File: config.mk
export PLATFORM = sky130hd
export DESIGN_NAME = crf_bank
export DESIGN_NICKNAME = d
export VERILOG_FILES = /design/src/hw/crf_pkg.sv /design/src/hw/crf_bank.sv
export SDC_FILE = /design/constraint.sdc
export NUM_CORES = 1
export LEC_CHECK = 0
export BUFFER_PORTS_ARGS = -buffer_cell sky130_fd_sc_hd__buf_2
export CELL_PAD_IN_SITES_DETAIL_PLACEMENT = 1
export CELL_PAD_IN_SITES_GLOBAL_PLACEMENT = 1
export CORE_ASPECT_RATIO = 2
export CORE_MARGIN = 5
export CORE_UTILIZATION = 40
export DETAILED_ROUTE_END_ITERATION = 6
export PLACE_DENSITY = 0.82
export SYNTH_ARGS = -nofsm -noshare
export SYNTH_HDL_FRONTEND = slang
export SYNTH_SLANG_ARGS = --single-unit
File: constraint.sdc
create_clock -name core_clk -period 2.7 [get_ports core_clk]
set_input_delay 0.405 -clock core_clk [delete_from_list [all_inputs] [get_ports core_clk]]
set_output_delay 0.405 -clock core_clk [all_outputs]
set_load 0.03 [all_outputs]
File: src/hw/crf_pkg.sv
// package of register map, field positions and reset values for the control register bank
package crf_pkg;
    // register byte offsets
    localparam logic [7:0] MAIN_OFS      = 8'h00;
    localparam logic [7:0] PBASE_OFS     = 8'h0C;
    localparam logic [7:0] EXT_OFS       = 8'h10;
    localparam logic [7:0] ALIAS_LO_OFS  = 8'h30;
    localparam logic [7:0] ALIAS_HI_OFS  = 8'h34;
    localparam logic [7:0] DSTAT_OFS     = 8'h38;
    localparam logic [7:0] DCTRL_OFS     = 8'h3C;
    localparam logic [7:0] FAULT_OFS     = 8'h40;
    // extension control fields
    localparam int V86_EXT_BIT   = 0;
    localparam int VIP_BIT       = 1;
    localparam int TS_RESTR_BIT  = 2;
    localparam int DBG_EXT_BIT   = 3;
    localparam int LPG_BIT       = 4;
    localparam int XPA_BIT       = 5;
    localparam int MCK_BIT       = 6;
    localparam int GLB_BIT       = 7;
    localparam int CTR_BIT       = 8;
    localparam int OS_SAVE_BIT   = 9;
    localparam int OS_SIMD_BIT   = 10;
    // main control fields
    localparam int PROT_EN_BIT   = 0;
    localparam int FE_BIT        = 5;
    localparam int WP_BIT        = 16;
    localparam int MA_BIT        = 18;
    localparam int NT_BIT        = 29;
    localparam int CO_BIT        = 30;
    localparam int PAGING_BIT    = 31;
    // page base fields
    localparam int PTH_BIT       = 3;
    localparam int PNC_BIT       = 4;
    // debug control type fields: bits TYPE_LSB + 4*n
    localparam int TYPE_LSB      = 16;
    localparam int NUM_BP        = 4;
    // writable masks
    localparam logic [31:0] EXT_MASK   = 32'h0000_07FF;
    localparam logic [31:0] DSTAT_MASK = 32'hFFFF_EFFF;
    localparam logic [31:0] DCTRL_MASK = 32'hFFFF_27FF;
    // reset values
    localparam logic [31:0] EXT_RST    = 32'h0000_0000;
    localparam logic [31:0] MAIN_RST   = 32'h0000_0000;
    localparam logic [31:0] PBASE_RST  = 32'h0000_0000;
    localparam logic [31:0] DSTAT_RST  = 32'h0000_0000;
    localparam logic [31:0] DCTRL_RST  = 32'h0000_0000;
    // access kinds presented by the core for breakpoint matching
    localparam logic [1:0] KIND_EXEC  = 2'h0;
    localparam logic [1:0] KIND_WRITE = 2'h1;
    localparam logic [1:0] KIND_IO    = 2'h2;
    localparam logic [1:0] KIND_READ  = 2'h3;
    localparam logic [1:0] CPL_KERNEL = 2'h0;
endpackage : crf_pkg

File: src/hw/crf_bank.sv
// control register bank with ahb-lite slave and derived control outputs
// Contract
// (RULE1) software sets extension bit 10 only if it handles SIMD float exceptions
// (RULE2) extension bit 5 enables extended physical addresses, else 32-bit only
// (RULE3) global page enable keeps global TLB entries on task switch or base write
// (RULE4) extension bit 8 lets counter read run at every privilege level
// (RULE5) hardware reset clears the whole extension control register
// (RULE6) v86 extensions flag enables virtual interrupts in virtual-8086 mode
// (RULE7) protected virtual interrupts flag enables virtual interrupts in protected mode
// (RULE8) timestamp restrict allows timestamp read only at privilege level 0
// (RULE9) page size extension allows 4M pages normally, 2M under address extension
// (RULE10) machine check enable gates the machine-check exception
// (RULE11) numeric error flag selects native float error reporting
// (RULE12) write protect blocks supervisor writes to read-only user pages
// (RULE13) alignment check needs both alignment mask and alignment check flags
// (RULE14) not-write-through set suppresses invalidations and hitting write-throughs
// (RULE15) cache enabled while cache disable is clear
// (RULE16) unpaged cycles with paging on drive page base cache flags onto pins
// (RULE17) address extension acts only while paging is enabled
// (RULE18) descriptor load does locked update only if accessed bit clear
// (RULE19) debug status bit 12 ignores writes of one
// (RULE20) breakpoint type field decodes exec, write, io if extensions, read-write
// (RULE21) debug control bits 11, 12, 14, 15 read as zero
// (RULE22) alias registers map to debug status/control, or fault with extensions on
`timescale 1ns/1ps
module crf_bank (
    // clock and reset
    input  wire logic        core_clk,
    input  wire logic        reset_n,
    // ahb-lite slave
    input  wire logic        hsel,
    input  wire logic [31:0] haddr,
    input  wire logic [1:0]  htrans,
    input  wire logic        hwrite,
    input  wire logic [2:0]  hsize,
    input  wire logic [31:0] hwdata,
    input  wire logic        hready,
    output logic      [31:0] hrdata,
    output logic             hreadyout,
    output logic             hresp,
    // core state
    input  wire logic [1:0]  cpl,
    input  wire logic        v86_mode,
    input  wire logic        task_switch,
    input  wire logic        alignment_check,
    input  wire logic        misaligned_ref,
    input  wire logic        hw_error,
    input  wire logic        fp_error,
    input  wire logic        sup_write_ro_user,
    input  wire logic        write_through_req,
    input  wire logic        cache_hit,
    input  wire logic        unpaged_cycle,
    input  wire logic        page_uc,
    input  wire logic        page_wt,
    input  wire logic        desc_load,
    input  wire logic        desc_accessed,
    input  wire logic [3:0]  bp_addr_hit,
    input  wire logic [1:0]  acc_kind,
    // derived controls
    output logic             ext_phys_addr_en,
    output logic             tlb_flush_nonglobal,
    output logic             tlb_flush_global,
    output logic             counter_read_ok,
    output logic             timestamp_read_ok,
    output logic             virt_int_en,
    output logic             large_4m_ok,
    output logic             large_2m_ok,
    output logic             machine_check_exc,
    output logic             fp_native_report,
    output logic             fp_legacy_report,
    output logic             write_blocked,
    output logic             align_fault,
    output logic             write_through_issue,
    output logic             inval_cycle_en,
    output logic             cache_enable,
    output logic             cache_disable_pin,
    output logic             write_through_pin,
    output logic             locked_rmw_req,
    output logic [3:0]       bp_match,
    output logic             invalid_opcode_fault,
    output logic             os_simd_exception_support,
    output logic             os_state_save_support
);
    import crf_pkg::*;

    function automatic logic type_match(input logic [1:0] ty, input logic dx,
                                        input logic [1:0] kind);
        logic m;
        m = 1'b0;
        case (ty)
            2'h0: m = (kind == KIND_EXEC);
            2'h1: m = (kind == KIND_WRITE);
            // undefined encoding without debug extensions never matches
            2'h2: m = dx && (kind == KIND_IO);
            default: m = (kind == KIND_WRITE) || (kind == KIND_READ);
        endcase
        return m;
    endfunction : type_match

    logic [31:0] main_control_r;
    logic [31:0] page_base_control_r;
    logic [31:0] extension_control_r;
    logic [31:0] debug_status_r;
    logic [31:0] debug_control_r;
    logic        fault_sticky_r;
    logic        dp_valid_r;
    logic        dp_write_r;
    logic [7:0]  dp_addr_r;

    // address phase decode
    wire         ap_take  = hsel && htrans[1] && hready;
    wire  [7:0]  ap_addr  = haddr[7:0];
    wire         dx       = extension_control_r[DBG_EXT_BIT];
    wire         ap_alias = (ap_addr == ALIAS_LO_OFS) || (ap_addr == ALIAS_HI_OFS);
    wire         ap_stat  = (ap_addr == DSTAT_OFS) || (ap_addr == ALIAS_LO_OFS && !dx);
    wire         ap_ctrl  = (ap_addr == DCTRL_OFS) || (ap_addr == ALIAS_HI_OFS && !dx);
    logic [31:0] rd_data;
    always_comb begin
        if (ap_addr == MAIN_OFS) begin
            rd_data = main_control_r;
        end else if (ap_addr == PBASE_OFS) begin
            rd_data = page_base_control_r;
        end else if (ap_addr == EXT_OFS) begin
            rd_data = extension_control_r;
        end else if (ap_stat) begin
            rd_data = debug_status_r;
        end else if (ap_ctrl) begin
            rd_data = debug_control_r;
        end else if (ap_addr == FAULT_OFS) begin
            rd_data = {31'h0000_0000, fault_sticky_r};
        end else begin
            rd_data = 32'h0000_0000;
        end
    end

    // data phase write decode
    wire wr_en    = dp_valid_r && dp_write_r;
    wire dp_dx_ok = !dx;
    wire wr_main  = wr_en && (dp_addr_r == MAIN_OFS);
    wire wr_pbase = wr_en && (dp_addr_r == PBASE_OFS);
    wire wr_ext   = wr_en && (dp_addr_r == EXT_OFS);
    // (RULE22) alias routing for writes
    wire wr_stat  = wr_en && ((dp_addr_r == DSTAT_OFS) ||
                              (dp_addr_r == ALIAS_LO_OFS && dp_dx_ok));
    wire wr_ctrl  = wr_en && ((dp_addr_r == DCTRL_OFS) ||
                              (dp_addr_r == ALIAS_HI_OFS && dp_dx_ok));
    wire wr_fault = wr_en && (dp_addr_r == FAULT_OFS) && hwdata[0];
    // (RULE22) alias reference with extensions on faults
    wire alias_fault = ap_take && ap_alias && dx;

    // breakpoint type decode per slot
    logic [3:0] bp_hit_now;
    genvar g;
    generate
        for (g = 0; g < NUM_BP; g++) begin : g_bp
            // (RULE20) type field decode
            assign bp_hit_now[g] = bp_addr_hit[g] &&
                type_match(debug_control_r[TYPE_LSB+4*g +: 2], dx, acc_kind);
        end
    endgenerate

    wire         pg   = main_control_r[PAGING_BIT];
    wire         xpa  = extension_control_r[XPA_BIT];
    wire         lpg  = extension_control_r[LPG_BIT];
    wire         base_chg = wr_pbase || task_switch;
    // (RULE19) bit 12 write ignored, hits set and win over write
    wire  [31:0] dstat_nxt = (wr_stat ? (hwdata & DSTAT_MASK) : debug_status_r) |
                             {28'h000_0000, bp_hit_now};
    // (RULE21) reserved debug control bits held at zero
    wire  [31:0] dctrl_nxt = wr_ctrl ? (hwdata & DCTRL_MASK) : debug_control_r;
    // fault sticky: a new fault wins over a clearing write
    wire         fault_nxt = alias_fault || (fault_sticky_r && !wr_fault);

    // bus tracking and register storage
    always_ff @(posedge core_clk or negedge reset_n) begin
        if (!reset_n) begin
            dp_valid_r          <= 1'b0;
            dp_write_r          <= 1'b0;
            dp_addr_r           <= 8'h00;
            hrdata              <= 32'h0000_0000;
            hreadyout           <= 1'b0;
            hresp               <= 1'b0;
            main_control_r      <= MAIN_RST;
            page_base_control_r <= PBASE_RST;
            // (RULE5) extension control clears at reset
            extension_control_r <= EXT_RST;
            debug_status_r      <= DSTAT_RST;
            debug_control_r     <= DCTRL_RST;
            fault_sticky_r      <= 1'b0;
        end else begin
            dp_valid_r <= ap_take;
            dp_write_r <= hwrite;
            dp_addr_r  <= ap_addr;
            hreadyout  <= 1'b1;
            hresp      <= 1'b0;
            if (ap_take && !hwrite) begin
                hrdata <= rd_data;
            end
            if (wr_main) begin
                main_control_r <= hwdata;
            end
            if (wr_pbase) begin
                page_base_control_r <= hwdata;
            end
            // (RULE1) capability bits stored for the core
            if (wr_ext) begin
                extension_control_r <= hwdata & EXT_MASK;
            end
            debug_status_r  <= dstat_nxt;
            debug_control_r <= dctrl_nxt;
            fault_sticky_r  <= fault_nxt;
        end
    end

    // derived control outputs, one cycle behind their causes
    always_ff @(posedge core_clk or negedge reset_n) begin
        if (!reset_n) begin
            ext_phys_addr_en          <= 1'b0;
            tlb_flush_nonglobal       <= 1'b0;
            tlb_flush_global          <= 1'b0;
            counter_read_ok           <= 1'b0;
            timestamp_read_ok         <= 1'b0;
            virt_int_en               <= 1'b0;
            large_4m_ok               <= 1'b0;
            large_2m_ok               <= 1'b0;
            machine_check_exc         <= 1'b0;
            fp_native_report          <= 1'b0;
            fp_legacy_report          <= 1'b0;
            write_blocked             <= 1'b0;
            align_fault               <= 1'b0;
            write_through_issue       <= 1'b0;
            inval_cycle_en            <= 1'b0;
            cache_enable              <= 1'b0;
            cache_disable_pin         <= 1'b0;
            write_through_pin         <= 1'b0;
            locked_rmw_req            <= 1'b0;
            bp_match                  <= 4'h0;
            invalid_opcode_fault      <= 1'b0;
            os_simd_exception_support <= 1'b0;
            os_state_save_support     <= 1'b0;
        end else begin
            // (RULE2) (RULE17) extension only with paging on
            ext_phys_addr_en    <= xpa && pg;
            // (RULE3) global entries survive unless global pages off
            tlb_flush_nonglobal <= base_chg;
            tlb_flush_global    <= base_chg && !extension_control_r[GLB_BIT];
            // (RULE4) counter read privilege
            counter_read_ok     <= extension_control_r[CTR_BIT] || (cpl == CPL_KERNEL);
            // (RULE8) timestamp read privilege
            timestamp_read_ok   <= !extension_control_r[TS_RESTR_BIT] || (cpl == CPL_KERNEL);
            // (RULE6) (RULE7) virtual interrupt support by mode
            virt_int_en <= (v86_mode && extension_control_r[V86_EXT_BIT]) ||
                           (!v86_mode && main_control_r[PROT_EN_BIT] &&
                            extension_control_r[VIP_BIT]);
            // (RULE9) large page sizes
            large_4m_ok         <= lpg && pg && !xpa;
            large_2m_ok         <= lpg && pg && xpa;
            // (RULE10) machine check gating
            machine_check_exc   <= hw_error && extension_control_r[MCK_BIT];
            // (RULE11) float error route
            fp_native_report    <= fp_error && main_control_r[FE_BIT];
            fp_legacy_report    <= fp_error && !main_control_r[FE_BIT];
            // (RULE12) write protect
            write_blocked       <= sup_write_ro_user && main_control_r[WP_BIT];
            // (RULE13) alignment needs both flags
            align_fault <= misaligned_ref && alignment_check && main_control_r[MA_BIT];
            // (RULE14) hitting write-throughs suppressed under not-write-through
            write_through_issue <= write_through_req &&
                                   !(main_control_r[NT_BIT] && cache_hit);
            inval_cycle_en      <= !main_control_r[NT_BIT];
            // (RULE15) internal cache enable
            cache_enable        <= !main_control_r[CO_BIT];
            // (RULE16) unpaged cycles take the base register flags
            if (pg && unpaged_cycle) begin
                cache_disable_pin <= page_base_control_r[PNC_BIT];
                write_through_pin <= page_base_control_r[PTH_BIT];
            end else begin
                cache_disable_pin <= page_uc;
                write_through_pin <= page_wt;
            end
            // (RULE18) locked update only when not yet accessed
            locked_rmw_req            <= desc_load && !desc_accessed;
            bp_match                  <= bp_hit_now;
            invalid_opcode_fault      <= alias_fault;
            os_simd_exception_support <= extension_control_r[OS_SIMD_BIT];
            os_state_save_support     <= extension_control_r[OS_SAVE_BIT];
        end
    end

    // checks
    a_ext_reset_zero: assert property ( // (RULE5)
        @(posedge core_clk) $rose(reset_n) |-> extension_control_r == 32'h0000_0000)
        else $error("extension control not zero after reset");

    a_xpa_needs_pg: assert property ( // (RULE17)
        @(posedge core_clk) disable iff (!reset_n)
        ##1 ext_phys_addr_en |-> $past(pg) && $past(xpa))
        else $error("address extension without paging");

    a_global_kept: assert property ( // (RULE3)
        @(posedge core_clk) disable iff (!reset_n)
        (task_switch && extension_control_r[GLB_BIT]) |=> tlb_flush_nonglobal && !tlb_flush_global)
        else $error("global entries flushed with global pages on");

    a_counter_priv: assert property ( // (RULE4)
        @(posedge core_clk) disable iff (!reset_n)
        (!extension_control_r[CTR_BIT] && cpl != CPL_KERNEL) |=> !counter_read_ok)
        else $error("counter read allowed outside kernel");

    a_ts_priv: assert property ( // (RULE8)
        @(posedge core_clk) disable iff (!reset_n)
        (extension_control_r[TS_RESTR_BIT] && cpl == 2'h3) |=> !timestamp_read_ok)
        else $error("timestamp read allowed in user mode");

    a_dstat_bit12: assert property ( // (RULE19)
        @(posedge core_clk) disable iff (!reset_n)
        wr_stat && hwdata[12] |=> !debug_status_r[12])
        else $error("debug status bit 12 became set");

    a_dctrl_resv: assert property ( // (RULE21)
        @(posedge core_clk) disable iff (!reset_n)
        wr_ctrl |=> debug_control_r[15:14] == 2'h0 && debug_control_r[12:11] == 2'h0)
        else $error("reserved debug control bits set");

    a_alias_fault: assert property ( // (RULE22)
        @(posedge core_clk) disable iff (!reset_n)
        (ap_take && ap_alias && dx) |=> invalid_opcode_fault ##1 fault_sticky_r)
        else $error("alias reference did not fault");

    a_io_undef: assert property ( // (RULE20)
        @(posedge core_clk) disable iff (!reset_n)
        (!dx && acc_kind == KIND_IO) |=> bp_match == 4'h0)
        else $error("io breakpoint matched without extensions");

    a_mce_gate: assert property ( // (RULE10)
        @(posedge core_clk) disable iff (!reset_n)
        machine_check_exc |-> $past(extension_control_r[MCK_BIT]) && $past(hw_error))
        else $error("machine check raised while disabled");

    a_align_both: assert property ( // (RULE13)
        @(posedge core_clk) disable iff (!reset_n)
        (misaligned_ref && alignment_check && main_control_r[MA_BIT]) |=> align_fault)
        else $error("alignment fault missed");

    a_nt_suppress: assert property ( // (RULE14)
        @(posedge core_clk) disable iff (!reset_n)
        (main_control_r[NT_BIT] && cache_hit) |=> !write_through_issue && !inval_cycle_en)
        else $error("write-through not suppressed");

    a_pin_unpaged: assert property ( // (RULE16)
        @(posedge core_clk) disable iff (!reset_n)
        (pg && unpaged_cycle && !wr_pbase) |=>
            cache_disable_pin == page_base_control_r[PNC_BIT])
        else $error("cache pin not from base register");

    a_locked_rmw: assert property ( // (RULE18)
        @(posedge core_clk) disable iff (!reset_n)
        (desc_load && desc_accessed) |=> !locked_rmw_req)
        else $error("locked update on accessed descriptor");

    a_cache_off: assert property ( // (RULE15)
        @(posedge core_clk) disable iff (!reset_n)
        main_control_r[CO_BIT] |=> !cache_enable)
        else $error("cache left on while disabled");

    a_wp_block: assert property ( // (RULE12)
        @(posedge core_clk) disable iff (!reset_n)
        (sup_write_ro_user && main_control_r[WP_BIT]) |=> write_blocked)
        else $error("protected write not blocked");

    a_fp_native: assert property ( // (RULE11)
        @(posedge core_clk) disable iff (!reset_n)
        (fp_error && main_control_r[FE_BIT]) |=> fp_native_report && !fp_legacy_report)
        else $error("numeric error not reported natively");
endmodule : crf_bank

==> run metrics <==
fin crit share 0.766; Post-DRT Antenna Nets 0; Yosys cell types 51; Seq/Total Area, Yosys 0.575; most used standard cell by instance count after synthesis dfrtp_1; Hold Crit Start desc_accessed; largest net degree at the start of global routing 81; initial antenna violation count 3; GP Congestion 0.840; Synth Flop Type dfrtp_1; post-synthesis async set-or-reset flop share 1.00; Initial Util 0.404; Yosys reg bits 204; Final Hold Viols 0; synth-to-layout area growth 19.2%; mux share of post-synthesis cell area 0.196; Max Cap Viol 0; leakage power 4.77 nW; synth warn 0; Hold Path End locked_rmw_req$_DFF_PN0_; Register-to-Register Setup Slack 0.63 ns; first-pass GRT wire length approximately 40 mm; core area 22,000 µm²; class of the worst hold path input pin to flop; Filler Cell Count 2,373; Die Y around 220 µm; clk_lat worst skew about 0.48 ns; worst slew pin tran about 0.69 ns; min cycle time layout 2.07 ns; Final Max Tran Viols 0; reg2reg start dp_addr_r[5]$_DFF_PN0_; Synth Area in XOR/XNOR 0; Hold WS between 0.06 and 0.07 ns; Die X-Extent between 100 and 150 µm; Post-DP HPWL approximately 18 mm; R2R Path End main_control_r[10]$_DFFE_PN0P_; outcome complete, no violations; CTS Buf Count 19; pwr dens between 600 and 700 nW/µm²; WHS Path Cells 2; full die area ~25,000 µm²; syn_nets 813; Crit Path Max Fanout 24; share of post-route cells with drive strength above 1 0.384; clock tree sinks 204; Max IR drop VDD 526 µV; CTS tree built; adder-cell share of the synthesized area 0; CTS resizes 0; CTS Buffer Depth 3; multi-input logic area ~3500 µm²; Site Rows 77; top post-synthesis cells by count dfrtp_1 (204), mux2_2 (128), nand3_1 (46); Routed Wire Length roughly 26 mm; Post-Synthesis Cells 717; largest family of logic cells by synthesized area multiplexers; Arrival @ worst endpoint 2.44 ns; Avg Inst Size Synth around 12 µm²; Setup TNS 0 ns; Global Route Usage Sum 0.208; Synth Area in Compound Gates 0.112; number of flops mapped to enable cells by yosys 0; simple-gate share of the synthesized area 0.0857; clock root buffer clkbuf_16; Vias 6,480; unrepaired setup endpoints after global routing no; startpoint types flop; Max-slew headroom 0.539; TritonRoute pass-1 iters 4; wire per inst 23.0 µm; Layout Nets 935; final setup fails 0; WS Path Type flop to flop; clk slew on worst S/H paths ~0.07 ns; IO Pins around 160; number of remaining DRC errors 0; # H-tree levels 1; Mapped Area 8870 µm²; Required @ worst endpoint 3.07 ns; # port buffers approximately 130; gr ovfl total 0; Iter 0 DRT Violations approximately 280; via density per instance 5.74; worst r2r path cells 5; library cell with the largest summed area after synthesis dfrtp_1; CP Capture Type flop; synth top area cells dfrtp_1 (58%), mux2_2 (16%), mux2i_1 (3.3%); post-synth top area share 0.575; Reg area 5100 µm²; Clock Skew 0.0134 ns; Peak Freq 484 MHz; vias in the first global route 7,558
power by group:
part | internal [W] | total, W | switching [W]
Clock | 0.00155 | 0.00270 | 0.00115
Sequential | 0.00321 | 0.00331 | 0.0000974
Combinational | 0.000259 | 0.000734 | 0.000475
Total | 0.00502 | 0.00674 | 0.00172
state kept, by name (all words and copies together), names as in the netlist, 4 cells and up:
signal and cells:
dp_addr_r 8, extension_control_r 11, debug_control_r 28, page_base_control_r 32, debug_status_r 31, hrdata 32, bp_match 4, main_control_r 32
layout make-up:
class                      count  area share
clock buffer                  24      0.0486
sequential                   204       0.483
multi-input combinational    451       0.334
clock inverter                 8     0.00982
timing repair buffer         151      0.0867
tap                          276      0.0327
antenna                        3    0.000710
inverter                      12     0.00426
how the worst max path moves through the flow:
stage               slack, ns                               start                             end
finish                   0.63              dp_addr_r[5]$_DFF_PN0_  main_control_r[10]$_DFFE_PN0P_
global route             0.53  extension_control_r[3]$_DFFE_PN0P_          hrdata[18]$_DFFE_PN0P_
CTS                      0.63  extension_control_r[3]$_DFFE_PN0P_          hrdata[18]$_DFFE_PN0P_
detailed placement       0.48                            haddr[0]          hrdata[18]$_DFFE_PN0P_
global placement         0.56                            haddr[2]           hrdata[8]$_DFFE_PN0P_
floorplan                0.70              dp_addr_r[6]$_DFF_PN0_  debug_control_r[0]$_DFFE_PN0P_
worst max-delay path, cell delays in order, from the launching register on:
cell,delay (ns)
dfrtp_1,0.38
nand3b_1,0.18
nor4_1,0.46
nand2_2,0.34
buf_12,0.28
mux2_2,0.29
stage by stage:
step | std cells | power, W | setup slack (ns) | area, µm² | util
after floorplan | 717 | 0.00374 | 0.696 | 8870 | -
after global placement | 1093 | 0.00407 | 0.565 | 9940 | 0.452
after detailed placement | 1093 | 0.00411 | 0.484 | 9940 | 0.452
after CTS | 1126 | 0.00681 | 0.628 | 10600 | 0.481
after global routing | 1129 | 0.00701 | 0.532 | 10600 | 0.481
final | 1129 | 0.00674 | 0.633 | 10600 | 0.481
logic make-up (layout without fill, tap and decap cells):
family | count (synthesis) | after routing
compound gates | 147 | 147
simple gates | 144 | 144
mux | 158 | 158
other cells | 2 | 5
flops | 204 | 204
buf+inv | 62 | 195
placed cells by master (no fill, tap or decap), types with 17 or more instances in the layout:
cell / Yosys / layout
a21oi_1: 33 / 33
buf_2: 5 / 125
buf_4: 2 / 17
clkbuf_16: 0 / 19
dfrtp_1: 204 / 204
mux2_2: 128 / 128
mux2i_1: 29 / 29
nand2_1: 24 / 23
nand3_1: 46 / 46
nor2_1: 19 / 17
o21ai_0: 41 / 41
o22a_1: 20 / 20
timing repair:
| item | CTS | global route |
|---|---|---|
| hold buffers | 1 | 0 |
| endpoints found under the setup margin | 0 | 0 |
| endpoints found under the hold margin | 13 | 0 |
| setup buffers | 0 | 0 |
per-layer routing:
| layer | track usage | up-vias | routed length, µm |
|---|---|---|---|
| met3 | 0.0282 | 58 | 1030 |
| met4 | 0.0932 | 0 | 1010 |
| li1 | - | 2874 | - |
| met1 | 0.216 | 3386 | 9060 |
| met2 | 0.402 | 162 | 14900 |
| met5 | 0 | - | 0 |
Power figures use the tool's default switching activity.
